[src/verilog/vcr_consts.svh]
// offsets, field positions, reset values, select codes and the table entry count for the vc resource registers
`ifndef VCR_CONSTS_SVH
`define VCR_CONSTS_SVH
`define VCR_OFF_VC0_STATUS 12'h158
`define VCR_OFF_VC1_CAP 12'h15c
`define VCR_OFF_VC1_CTRL 12'h160
`define VCR_ST_TBL_BIT 16
`define VCR_ST_NEG_BIT 17
`define VCR_CAP_PARB_LSB 0
`define VCR_CAP_MTS_LSB 16
`define VCR_CAP_TBLOFS_LSB 24
`define VCR_CTL_TCMAP_LSB 0
`define VCR_CTL_LOAD_BIT 16
`define VCR_CTL_ASEL_LSB 17
`define VCR_CTL_VCID_LSB 24
`define VCR_CTL_EN_BIT 31
`define VCR_PARB_CNT0 8'h00
`define VCR_PARB_CNT1 8'h19
`define VCR_MTS_CNT0 7'h00
`define VCR_MTS_CNT1 7'h7f
`define VCR_TBLOFS_CNT0 8'h00
`define VCR_TBLOFS_CNT1 8'h08
`define VCR_VCID_CNT0 3'h0
`define VCR_VCID_CNT1 3'h1
`define VCR_TCMAP_RST 8'h00
`define VCR_ASEL_RR 3'h0
`define VCR_ASEL_WRR 3'h3
`define VCR_ASEL_TWRR 3'h4
`define VCR_TBL_ENTRIES 8'h80
`endif

[src/verilog/vcr_pkg.sv]
// types shared by the vc resource register block
package vcr_pkg;
  typedef enum logic [2:0] {
    VCR_ARB_RR = 3'h0,
    VCR_ARB_WRR128 = 3'h3,
    VCR_ARB_TWRR128 = 3'h4
  } vcr_arb_e;
  // configuration access request
  typedef struct packed {
    logic rd;
    logic wr;
    logic [11:0] addr;
    logic [3:0] be;
    logic [31:0] wdata;
  } vcr_cfg_req_s;
  // externally loadable defaults (serial management or eeprom)
  typedef struct packed {
    logic load;
    logic [7:0] tc_map;
    logic [6:0] max_slots;
  } vcr_dflt_s;
  // settings handed to the vc1 arbiter
  typedef struct packed {
    logic vc_en;
    logic [2:0] vc_id;
    vcr_arb_e arb_sel;
    logic [7:0] tc_map;
  } vcr_vc1_cfg_s;
endpackage : vcr_pkg

[src/verilog/vcr_tbl_loader.sv]
// walks the port arbitration table when a load is requested
`timescale 1ns/1ns
`include "vcr_consts.svh"
module vcr_tbl_loader (
  input wire logic clk_sys_i,
  input wire logic sys_rst_i,
  input wire logic start_i,
  output logic busy_o,
  output logic [6:0] idx_o,
  output logic done_o
);
  typedef enum logic [1:0] {
    VCR_LD_IDLE = 2'b01,
    VCR_LD_RUN = 2'b10
  } vcr_ld_e;
  vcr_ld_e state_q;
  logic [7:0] cnt_q;

  // one entry per cycle; a start while busy is absorbed by the running pass
  always_ff @(posedge clk_sys_i or posedge sys_rst_i) begin
    if (sys_rst_i) begin
      state_q <= VCR_LD_IDLE;
      cnt_q <= 8'h00;
      done_o <= 1'b0;
    end else begin
      done_o <= 1'b0;
      case (state_q)
        VCR_LD_IDLE: begin
          if (start_i) begin
            state_q <= VCR_LD_RUN;
            cnt_q <= 8'h00;
          end
        end
        VCR_LD_RUN: begin
          if (cnt_q == `VCR_TBL_ENTRIES - 8'h01) begin
            state_q <= VCR_LD_IDLE;
            done_o <= 1'b1;
          end
          cnt_q <= cnt_q + 8'h01;
        end
        default: state_q <= VCR_LD_IDLE;
      endcase
    end
  end

  assign busy_o = (state_q == VCR_LD_RUN);
  assign idx_o = cnt_q[6:0];
endmodule : vcr_tbl_loader

[src/verilog/vcr_regs.sv]
// vc0 status, vc1 capability and vc1 control configuration registers
`timescale 1ns/1ns
`include "vcr_consts.svh"
module vcr_regs (
  input wire logic clk_sys_i,
  input wire logic sys_rst_i,
  input wire vcr_pkg::vcr_cfg_req_s cfg_req_i,
  output logic [31:0] cfg_rdata_o,
  output logic cfg_rvalid_o,
  input wire logic [2:0] vc_count_i,
  input wire logic tbl_entry_wr_i,
  input wire logic vc_neg_busy_i,
  input wire vcr_pkg::vcr_dflt_s dflt_i,
  output vcr_pkg::vcr_vc1_cfg_s vc1_cfg_o,
  output logic tbl_load_busy_o,
  output logic [6:0] tbl_load_idx_o
);
  logic vc_cnt_one;
  logic hit_st;
  logic hit_cap;
  logic hit_ctl;
  logic wr_ctl;
  logic tbl_status_q;
  logic neg_pend_q;
  logic [7:0] parb_cap_q;
  logic [6:0] max_slots_q;
  logic [7:0] tbl_ofs_q;
  logic [7:1] tc_map_q;
  vcr_pkg::vcr_arb_e arb_sel_q;
  logic [2:0] vc_id_q;
  logic vc_en_q;
  logic load_pulse;
  logic load_done;
  logic [2:0] asel_wr;
  logic [31:0] st_word;
  logic [31:0] cap_word;
  logic [31:0] ctl_word;
  logic [31:0] rdata_d;

  // vc count field from 144h decides the vc1 defaults
  assign vc_cnt_one = (vc_count_i == 3'h1);

  // address decode; unmapped addresses read zero
  assign hit_st = (cfg_req_i.addr == `VCR_OFF_VC0_STATUS);
  assign hit_cap = (cfg_req_i.addr == `VCR_OFF_VC1_CAP);
  assign hit_ctl = (cfg_req_i.addr == `VCR_OFF_VC1_CTRL);
  assign wr_ctl = cfg_req_i.wr & hit_ctl;

  // load request is a write-only pulse, never stored
  assign load_pulse = wr_ctl & cfg_req_i.be[2] & cfg_req_i.wdata[`VCR_CTL_LOAD_BIT];

  vcr_tbl_loader u_loader (
    .clk_sys_i(clk_sys_i),
    .sys_rst_i(sys_rst_i),
    .start_i(load_pulse),
    .busy_o(tbl_load_busy_o),
    .idx_o(tbl_load_idx_o),
    .done_o(load_done)
  );

  // table status: a write in the finishing cycle keeps the bit set
  always_ff @(posedge clk_sys_i or posedge sys_rst_i) begin
    if (sys_rst_i) begin
      tbl_status_q <= 1'b0;
    end else if (tbl_entry_wr_i) begin
      tbl_status_q <= 1'b1;
    end else if (load_done) begin
      tbl_status_q <= 1'b0;
    end
  end

  // negotiation pending mirrors the link negotiation state
  always_ff @(posedge clk_sys_i or posedge sys_rst_i) begin
    if (sys_rst_i) begin
      neg_pend_q <= 1'b0;
    end else begin
      neg_pend_q <= vc_neg_busy_i;
    end
  end

  // capability defaults follow the vc count; max slots may be overridden
  always_ff @(posedge clk_sys_i or posedge sys_rst_i) begin
    if (sys_rst_i) begin
      parb_cap_q <= `VCR_PARB_CNT0;
      max_slots_q <= `VCR_MTS_CNT0;
      tbl_ofs_q <= `VCR_TBLOFS_CNT0;
    end else begin
      // 19h advertises rr, wrr128 and time-based wrr128 on vc1
      parb_cap_q <= vc_cnt_one ? `VCR_PARB_CNT1 : `VCR_PARB_CNT0;
      tbl_ofs_q <= vc_cnt_one ? `VCR_TBLOFS_CNT1 : `VCR_TBLOFS_CNT0;
      if (dflt_i.load) begin
        max_slots_q <= dflt_i.max_slots;
      end else if (!vc_cnt_one) begin
        max_slots_q <= `VCR_MTS_CNT0;
      end else if (max_slots_q == `VCR_MTS_CNT0) begin
        max_slots_q <= `VCR_MTS_CNT1;
      end
    end
  end

  // tc map; bit 0 has no storage so class 0 never maps to vc1
  always_ff @(posedge clk_sys_i or posedge sys_rst_i) begin
    if (sys_rst_i) begin
      tc_map_q <= 7'h00;
    end else if (wr_ctl & cfg_req_i.be[0]) begin
      tc_map_q <= cfg_req_i.wdata[7:1];
    end else if (dflt_i.load) begin
      tc_map_q <= dflt_i.tc_map[7:1];
    end
  end

  // unsupported arbitration codes fall back to round robin
  assign asel_wr = cfg_req_i.wdata[`VCR_CTL_ASEL_LSB +: 3];

  always_ff @(posedge clk_sys_i or posedge sys_rst_i) begin
    if (sys_rst_i) begin
      arb_sel_q <= vcr_pkg::VCR_ARB_RR;
    end else if (wr_ctl & cfg_req_i.be[2]) begin
      case (asel_wr)
        `VCR_ASEL_WRR: arb_sel_q <= vcr_pkg::VCR_ARB_WRR128;
        `VCR_ASEL_TWRR: arb_sel_q <= vcr_pkg::VCR_ARB_TWRR128;
        default: arb_sel_q <= vcr_pkg::VCR_ARB_RR;
      endcase
    end
  end

  // vc id default tracks vc count until software writes it
  logic vc_id_wr_q;
  always_ff @(posedge clk_sys_i or posedge sys_rst_i) begin
    if (sys_rst_i) begin
      vc_id_q <= `VCR_VCID_CNT0;
      vc_id_wr_q <= 1'b0;
    end else if (wr_ctl & cfg_req_i.be[3]) begin
      vc_id_q <= cfg_req_i.wdata[`VCR_CTL_VCID_LSB +: 3];
      vc_id_wr_q <= 1'b1;
    end else if (!vc_id_wr_q) begin
      vc_id_q <= vc_cnt_one ? `VCR_VCID_CNT1 : `VCR_VCID_CNT0;
    end
  end

  // channel enable
  always_ff @(posedge clk_sys_i or posedge sys_rst_i) begin
    if (sys_rst_i) begin
      vc_en_q <= 1'b0;
    end else if (wr_ctl & cfg_req_i.be[3]) begin
      vc_en_q <= cfg_req_i.wdata[`VCR_CTL_EN_BIT];
    end
  end

  // read words; reserved and write-only bits are zero
  always_comb begin
    st_word = 32'h0000_0000;
    st_word[`VCR_ST_TBL_BIT] = tbl_status_q;
    st_word[`VCR_ST_NEG_BIT] = neg_pend_q;
    cap_word = 32'h0000_0000;
    cap_word[`VCR_CAP_PARB_LSB +: 8] = parb_cap_q;
    cap_word[`VCR_CAP_MTS_LSB +: 7] = max_slots_q;
    cap_word[`VCR_CAP_TBLOFS_LSB +: 8] = tbl_ofs_q;
    ctl_word = 32'h0000_0000;
    ctl_word[7:1] = tc_map_q;
    ctl_word[`VCR_CTL_ASEL_LSB +: 3] = arb_sel_q;
    ctl_word[`VCR_CTL_VCID_LSB +: 3] = vc_id_q;
    ctl_word[`VCR_CTL_EN_BIT] = vc_en_q;
  end

  always_comb begin
    rdata_d = 32'h0000_0000;
    if (hit_st) begin
      rdata_d = st_word;
    end else if (hit_cap) begin
      rdata_d = cap_word;
    end else if (hit_ctl) begin
      rdata_d = ctl_word; // load bit absent, reads zero
    end
  end

  // read data registered, valid one cycle after the read strobe
  always_ff @(posedge clk_sys_i or posedge sys_rst_i) begin
    if (sys_rst_i) begin
      cfg_rdata_o <= 32'h0000_0000;
      cfg_rvalid_o <= 1'b0;
    end else begin
      cfg_rvalid_o <= cfg_req_i.rd;
      if (cfg_req_i.rd) begin
        cfg_rdata_o <= rdata_d;
      end
    end
  end

  // settings for the vc1 arbiter
  always_comb begin
    vc1_cfg_o.vc_en = vc_en_q;
    vc1_cfg_o.vc_id = vc_id_q;
    vc1_cfg_o.arb_sel = arb_sel_q;
    vc1_cfg_o.tc_map = {tc_map_q, 1'b0};
  end
endmodule : vcr_regs

[config.mk]
export PLATFORM = sky130hd
export DESIGN_NAME = vcr_regs
export DESIGN_NICKNAME = d
export VERILOG_FILES = /design/src/verilog/vcr_pkg.sv /design/src/verilog/vcr_tbl_loader.sv /design/src/verilog/vcr_regs.sv
export VERILOG_INCLUDE_DIRS = /design/src /design/src/verilog
export SDC_FILE = /design/constraint.sdc
export NUM_CORES = 1
export LEC_CHECK = 0
export BUFFER_PORTS_ARGS = -buffer_cell sky130_fd_sc_hd__buf_4
export CAP_MARGIN = 5
export CORE_MARGIN = 1.5
export CORE_UTILIZATION = 46
export CTS_CLUSTER_SIZE = 40
export DETAILED_ROUTE_END_ITERATION = 6
export PLACE_DENSITY = 0.85
export SLEW_MARGIN = 20
export SYNTH_ARGS = -nofsm -noshare
export SYNTH_HDL_FRONTEND = slang
export SYNTH_SLANG_ARGS = --single-unit
[constraint.sdc]
create_clock -name clk_sys_i -period 2.2 [get_ports clk_sys_i]
set_input_delay 0.66 -clock clk_sys_i [delete_from_list [all_inputs] [get_ports clk_sys_i]]
set_output_delay 0.66 -clock clk_sys_i [all_outputs]
set_load 0.1 [all_outputs]
==> results of run 1 <==
## registers in the layout (all words and copies together) (netlist names), 2 cells and up
name and cells:
tc_map_q 7, u_loader.cnt_q 8, u_loader.state_q 2, max_slots_q 7, cfg_rdata_o 19, arb_sel_q 2, vc_id_q 3
## cell usage in the layout (no fill, tap or decap), types with 3 or more instances in the layout
cell / Yosys / routed
nor4_1: 6 / 5
dfrtp_1: 54 / 54
inv_1: 18 / 17
a22o_1: 3 / 3
nand3_1: 13 / 13
nand4_1: 3 / 3
conb_1: 1 / 13
o21ai_1: 4 / 6
nand2b_1: 4 / 4
buf_4: 23 / 113
a2bb2oi_1: 7 / 7
o311ai_1: 4 / 4
nand2_1: 27 / 26
clkbuf_8: 0 / 6
mux2i_1: 3 / 3
o21ai_0: 12 / 10
mux2_2: 18 / 18
## layout make-up
class / instances / area [um2] / area share, %
Clock buffer: 6 / 82.6 / 2.31
Clock inverter: 2 / 35.0 / 0.980
Inverter: 18 / 67.6 / 1.89
Multi-Input combinational cell: 156 / 1050 / 29.5
Sequential cell: 55 / 1380 / 38.5
Tap cell: 72 / 90.1 / 2.52
Timing Repair Buffer: 114 / 868 / 24.3
## logic make-up (layout without fill, tap and decap cells)
group	Yosys count	in the layout	share of synthesized area [%]
simple gates	74	74	15.4
flops	55	55	51.7
buf+inv	53	140	11.1
compound gates	46	46	12.1
mux	21	21	8.74
fa+ha+maj	1	1	0.470
other cells	1	13	0.141
xor+xnor	1	1	0.329
## routing by layer
layer | vias to the layer above | track usage (%) | wire (um)
met5 | - | 0 | 0
met4 | 0 | 7.37 | 100
met3 | 12 | 4.94 | 381
met2 | 80 | 35.2 | 3120
met1 | 1044 | 23.7 | 2510
li1 | 1042 | - | -
## final timing paths
kind | start | endpoint | slack (ps)
min in group clk_sys_i | vc_neg_busy_i | neg_pend_q$_DFF_PP0_ | 460
max reg2reg | u_loader.state_q[1]$_DFFE_PP0P_ | u_loader.cnt_q[4]$_DFFE_PP0P_ | 820
max in group asynchronous | sys_rst_i | u_loader.cnt_q[5]$_DFFE_PP0P_ | 1280
min | sys_rst_i | cfg_rdata_o[31]$_DFFE_PP0P_ | 360
min reg2reg | cfg_rdata_o[3]$_DFFE_PP0P_ | cfg_rdata_o[3]$_DFFE_PP0P_ | 500
max | cfg_req_i[37] | arb_sel_q[1]$_DFFE_PP0P_ | 40
## power by group
part / switching, W / total, W / internal [W] / leakage, nW
sequential: 0.0000198 / 0.00106 / 0.00104 / 0.688
combinational: 0.000293 / 0.000425 / 0.000132 / 1.01
clock: 0.000312 / 0.000681 / 0.000368 / 0.0612
## worst reg2reg max path, cell delays in order (launching register included)
cell	delay (ps)
dfrtp_1	500
nand2b_1	130
inv_1	190
nand4_1	140
or2_2	280
o21ai_0	70
## synth_stat cells, drive strengths merged (2+ instances only)
library cell,number
a2bb2oi,7
a21oi,2
nand2,27
clkbuf,10
o2bb2ai,2
mux2,18
nor3,2
nor2,2
o31ai,2
or2,3
dfrtp,54
a22o,3
nand2b,4
a22oi,2
nor2b,2
o311ai,4
o22ai,2
mux2i,3
nor4,6
or4b,2
nand4,3
buf,25
a21o,2
nand3,13
o21ai,16
inv,18
## stage by stage
stage,cells,hold slack [ps]
global route,423,384
floorplan,264,448
finish,423,362
global placement,414,473
CTS,423,367
detailed placement,414,480
## repair_timing
action	CTS	global route
resized for setup	0	3
buffers inserted	1	0
pin swaps	3	1
setup endpoints to repair	1	12
==> flow_summary.toml, run 1 <==
[status]
status = "complete, no violations"

[global_routing]
grt_max_degree = 26
grt_pass1_wl_um = 9800
grt_pass1_vias = 2206
gr-usage-all-layers_pct = 20.1
grt_antenna_before_repair = 0
overflow = 0

[setup_path]
required_ps = 2400
crit_cells = 7
path_buf_inv = 3
worstPathMaxFanout = 6
crit_family = "simple AND/OR/NAND/NOR gates"
worstPathCellList = "buf_4 > or4b_4 > or4_4 > buf_4 > buf_4 > nand2_1 > o31ai_1"
critPathMostFrequentCell = "buf_4"
startpoint_type = "primary input"
worstSetupPathType = "in -> reg"
cp-end-kind = "register"
reg2reg_depth = 5
slowest_delay_ps = 600
crit_path_top_delay_cell = "or4_4"
critPathArrivalTime_ps = 2350

[power]
ir_worst_vdd_v = 0.000327
leakage_nw = 1.76
p_total_w = 0.00216
powerDensity_nw_per_um2 = 605

[placement]
dp_hpwl_um = 4750
place_area_um2 = 3440
pre_cts_slack_ps = -338
io_buffers = 96
gp_congestion = 0.809

[timing]
finalSetupViolations = 0
finalCritPeriodShare_pct = 98.0
fin_skew_ps = 8.08
rsz0062_at_grt = "false"
fin_setup_tns_ps = 0
max_freq_mhz = 464
hold_viol_final = 0
report.final.slew_viol_count = 0
layout_min_cycle_time_ps = 2160
setup_ws_ps = 43.7

[yosys]
netlist_area_um2 = 2660
yosys_most_used_dff = "dfrtp_1"
ys_seq_area_share_pct = 51.7
ys_types = 50
synthArstFlopShare_pct = 100
yosysTopAreaCellShare_pct = 50.7
synthTopCellsByArea = "dfrtp_1 (51%), mux2_2 (7.6%), buf_4 (6.5%)"
avgSynthCellArea_um2 = 10.6
synth_seq_cells = 55
synth_top_cell_by_area = "dfrtp_1"
synth_cells = 252
yosys_warnings = 0
synth_edf_count = 0

[layout]
syn_to_final_growth_pct = 34.2
nNetsFinal = 424
drive_above_1_share_pct = 43.0
design_area_um2 = 3570
post-route-util_pct = 64.5
nFillCells = 474
n_antenna_cell = 0

[detailed_routing]
route.detailed.drc = 0
wl_per_cell_um = 14.5
ant_nets = 0
postRouteWirelength_um = 6110
vias_per_cell = 5.15
drt_iter0_drc = 62
first_pass_iters = 4
vias = 2178

[clock_network]
path_clk_slew_ps = 90
cts_tree = "yes"
cts_hold_buf = 0
cts_buffer_depth = 2
clk_latency_ps = 300
cts_num_sinks = 55
cts_root_buffer = "clkbuf_8"
htree_levels = 2
cts_made_buffers = 5

[die]
std_cell_rows = 27
die_h_um = 79.1
initial_core_util_pct = 48.1
ios = 129
dieWidth_um = 79.1
dieArea_um2 = 6260
coreArea_um2 = 5540

[job]
cap_viol_max_count = 0

[min_path]
hold_path_class = "in -> async"
(Power assumes the default switching activity.)
==> run 2: changes to the inputs <==
CORE_MARGIN = not set   (was 1.5)
PLACE_DENSITY = 0.9   (was 0.85)
==> flow_summary.toml, run 2 (synthesis results as in run 1) <==
[power]
powerDensity_nw_per_um2 = 569
netSwitchingPower_w = 0.000619
combPwrFrac_pct = 21.1
pwr-share-clk_pct = 26.4
ir_worst_vdd_v = 0.000306
sw_frac_of_total_pct = 30.8
p_seq_share_pct = 52.5
internal_power_w = 0.00139
leakage_nw = 1.73

[timing]
hold_viol_final = 0
layout_min_cycle_time_ps = 2150
fin_setup_tns_ps = 0
max_freq_mhz = 465
report.final.slew_viol_count = 0
max_slew_margin_pct = 65.6
rsz0062_at_grt = "true"
fin_skew_ps = 1.47
finalSetupViolations = 0
finalCritPeriodShare_pct = 97.8
worstMarginPinSlew_ps = 516

[detailed_routing]
postRouteWirelength_um = 6190
ant_nets = 0
wl_per_cell_um = 14.6
vias_per_cell = 5.23
vias = 2214
route.detailed.drc = 0
drt_iter0_drc = 110
first_pass_iters = 4

[clock_network]
clk_latency_ps = 300
path_clk_slew_ps = 90
cts_tree = "yes"
postCtsSetupRepairBufs = 0
cts_num_sinks = 55
htree_levels = 2
cts_hold_buf = 0
cts_root_buffer = "clkbuf_8"
cts_buffer_depth = 2
cts_made_buffers = 5

[layout]
syn_to_final_growth_pct = 32.7
nNetsFinal = 424
final_cell_mix = "buf_4 (113), dfrtp_1 (54), nand2_1 (26)"
final_common_cell = "buf_4"
top_register = "cfg_rdata_o"
drive_above_1_share_pct = 42.7
design_area_um2 = 3540
largestRegisters = "cfg_rdata_o (19), u_loader.cnt_q (8)"
largest_reg_flops = 19
n_antenna_cell = 0

[global_routing]
grt_pass1_wl_um = 10200
gr-usage-all-layers_pct = 21.3
overflow = 0
grt_antenna_before_repair = 0
grt_pass1_vias = 2317
grt_max_degree = 26

[die]
coreArea_um2 = 5540
ios = 129
die_h_um = 78.1
std_cell_rows = 27
dieArea_um2 = 6100
initial_core_util_pct = 48.1
dieWidth_um = 78.1

[setup_path]
critPathArrivalTime_ps = 2360
cp-end-kind = "register"
worstSetupPathType = "in -> reg"
worstPathMaxFanout = 6
startpoint_type = "primary input"
required_ps = 2410

[placement]
io_buffers = 96
gp_congestion = 0.794
dp_hpwl_um = 4770
place_area_um2 = 3440

[status]
status = "complete, no violations"

[min_path]
hold_path_class = "in -> async"

[job]
cap_viol_max_count = 0
==> run 2: power groups by stage <==
stage                     registers, W  logic [W]  clock network [W]
after global routing           0.00106   0.000446           0.000588
after global placement         0.00107   0.000419                  0
after detailed placement       0.00108   0.000426                  0
after floorplan                0.00118   0.000205                  0
after CTS                      0.00106   0.000427           0.000544
final                          0.00106   0.000424           0.000530
==> run 2: repair_timing <==
item / CTS / global route
gates cloned: 0 / 0
gates resized for setup: 1 / 3
setup endpoints to repair: 11 / 9
==> run 2: cell type report <==
type                            count  area, um2
Fill cell                         472       2000
Sequential cell                    55       1380
Multi-Input combinational cell    156       1060
Timing Repair Buffer              114        860
Tap cell                           72       90.1
Clock buffer                        7       76.3
Inverter                           18       67.6
Clock inverter                      1       5.00
==> run 2: worst max-delay path: stages <==
cell     delay, ps
buf_4          110
or4b_4         570
or4_4          600
buf_4          180
o31ai_1        250
==> run 2: worst paths after layout <==
kind                       cells after the start                       startpoint  slack, ps                             to
min                                            2                        sys_rst_i        390  u_loader.cnt_q[4]$_DFFE_PP0P_
max reg2reg                                    5  u_loader.state_q[1]$_DFFE_PP0P_        740  u_loader.cnt_q[4]$_DFFE_PP0P_
max                                            5                    cfg_req_i[45]         50       arb_sel_q[1]$_DFFE_PP0P_
min in group clk_sys_i                         1                    vc_neg_busy_i        460           neg_pend_q$_DFF_PP0_
max in group asynchronous                      3                        sys_rst_i       1120        parb_cap_q[3]$_DFF_PP0_
min reg2reg                                    1         tbl_status_q$_DFFE_PP0P_        500       tbl_status_q$_DFFE_PP0P_
==> run 2: through the flow <==
| step | setup WS (ps) | power [W] | utilization (%) | hold slack [ps] | cells |
|---|---|---|---|---|---|
| after floorplan | -185 | 0.00139 | - | 448 | 264 |
| after global placement | -343 | 0.00149 | 62.0 | 465 | 415 |
| after detailed placement | -374 | 0.00150 | 62.0 | 478 | 415 |
| after CTS | 12.9 | 0.00203 | 63.6 | 403 | 423 |
| after global routing | 0.706 | 0.00209 | 63.8 | 425 | 423 |
| final | 48.9 | 0.00201 | 63.8 | 392 | 423 |
==> run 2: layer usage <==
layer,up-vias,part of all wire [%],track usage [%]
met5,-,0,0
met4,0,1.7,8.52
met3,11,5.5,3.95
met2,85,53,38.8
met1,1072,40,24.7
li1,1046,-,-
==> run 3: changes to the inputs <==
BUFFER_PORTS_ARGS = -buffer_cell sky130_fd_sc_hd__buf_2   (was -buffer_cell sky130_fd_sc_hd__buf_4)
==> flow_summary.toml, run 3 (synthesis results as in run 1) <==
[global_routing]
grt_antenna_before_repair = 0
grt_pass1_vias = 2220
overflow = 0
grt_max_degree = 26
gr-usage-all-layers_pct = 21.1
grt_pass1_wl_um = 10300

[timing]
hold_ws_ps = 356
report.final.slew_viol_count = 0
hold_viol_final = 0
finalSetupViolations = 0
layout_min_cycle_time_ps = 2150
finalCritPeriodShare_pct = 97.9
fin_skew_ps = 2.67
rsz0062_at_grt = "false"
max_freq_mhz = 464

[layout]
ff_latch_area_um2 = 1380
design_area_um2 = 3320
nFillCells = 497
largestRegisters = "cfg_rdata_o (19), u_loader.cnt_q (8)"
final_cell_mix = "buf_2 (95), dfrtp_1 (54), nand2_1 (26)"
drive_above_1_share_pct = 42.7
n_antenna_cell = 0
multi_input_area_um2 = 1050
final_common_cell = "buf_2"
syn_to_final_growth_pct = 24.6
top_register = "cfg_rdata_o"
largest_reg_flops = 19
nNetsFinal = 424

[setup_path]
worstSetupPathType = "in -> reg"
critPathArrivalTime_ps = 2350
required_ps = 2390
startpoint_type = "primary input"
reg2reg_depth = 5
r2r-end = "u_loader.cnt_q[4]$_DFFE_PP0P_"
rr_startpoint = "u_loader.state_q[1]$_DFFE_PP0P_"
reg2reg_slack_ps = 770
cp-end-kind = "register"
worstPathMaxFanout = 6

[detailed_routing]
first_pass_iters = 4
vias_per_cell = 5.21
vias = 2204
ant_nets = 0
drt_iter0_drc = 161
wl_per_cell_um = 14.4
route.detailed.drc = 0
postRouteWirelength_um = 6090

[clock_network]
cts_made_buffers = 5
clk_latency_ps = 300
cts_hold_buf = 0
cts_root_buffer = "clkbuf_8"
postCtsSetupRepairBufs = 0
htree_levels = 2
cts_tree = "yes"
cts_buffer_depth = 2
cts_num_sinks = 55
path_clk_slew_ps = 90

[job]
cap_viol_max_count = 0

[power]
leakage_nw = 1.68
powerDensity_nw_per_um2 = 614
ir_worst_vdd_v = 0.000303

[placement]
place_area_um2 = 3210
gp_congestion = 0.820
io_buffers = 96
dp_hpwl_um = 4600

[status]
status = "complete, no violations"

[die]
coreArea_um2 = 5540
ios = 129
die_h_um = 78.1
dieWidth_um = 78.1
dieArea_um2 = 6100
std_cell_rows = 27
initial_core_util_pct = 48.1

[min_path]
hold_path_class = "in -> async"
[run 3: report_power, final]
part	switching (W)	internal [W]	total (W)
combinational	0.000294	0.0000964	0.000390
clock	0.000305	0.000288	0.000593
sequential	0.0000191	0.00104	0.00106
total	0.000619	0.00142	0.00204
[run 3: cell type report]
cell class	count	share of cell area [%]
tap	72	2.71
multi-input combinational	156	31.7
clock buffer	8	3.02
timing repair buffer	114	19.0
inverter	18	2.04
sequential	55	41.5
[run 3: routing by layer]
layer / track usage [%] / vias to the layer above / share of wire (%)
met4: 6.11 / 0 / 1.5
met3: 4.19 / 9 / 5.8
li1: - / 1047 / -
met2: 37.0 / 87 / 51
met1: 26.2 / 1061 / 41
met5: 0 / - / 0
[run 3: stage by stage]
step                setup slack [ps]  TNS [ps]  cells  utilization (%)  power [W]
CTS                             27.7         0    423             59.8    0.00205
detailed placement              -346     -7440    415             58.0    0.00147
floorplan                       -185     -2160    264                -    0.00139
global placement                -295     -5790    415             58.0    0.00146
global route                    5.37         0    423             59.9    0.00212
finish                          46.1         0    423             59.9    0.00204
[run 3: worst max path at each step]
stage,from,slack [ps],cells after the start,to
after floorplan,cfg_req_i[45],-180,6,u_loader.cnt_q[0]$_DFFE_PP0P_
after global placement,cfg_req_i[45],-290,6,tc_map_q[4]$_DFFE_PP0P_
after detailed placement,cfg_req_i[45],-350,5,arb_sel_q[1]$_DFFE_PP0P_
after CTS,cfg_req_i[37],30,5,arb_sel_q[1]$_DFFE_PP0P_
after global routing,cfg_req_i[37],5,5,u_loader.cnt_q[4]$_DFFE_PP0P_
final,cfg_req_i[37],50,5,arb_sel_q[1]$_DFFE_PP0P_
[run 3: worst max-delay path, stage by stage]
cell	delay, ps
buf_2	100
or4b_4	560
or4_4	570
buf_4	170
o31ai_1	280
[run 3: what timing repair did]
item	in CTS	in global routing
gates resized for setup	1	2
pin swaps	1	3
hold endpoints to repair	0	0
setup endpoints to repair	8	4
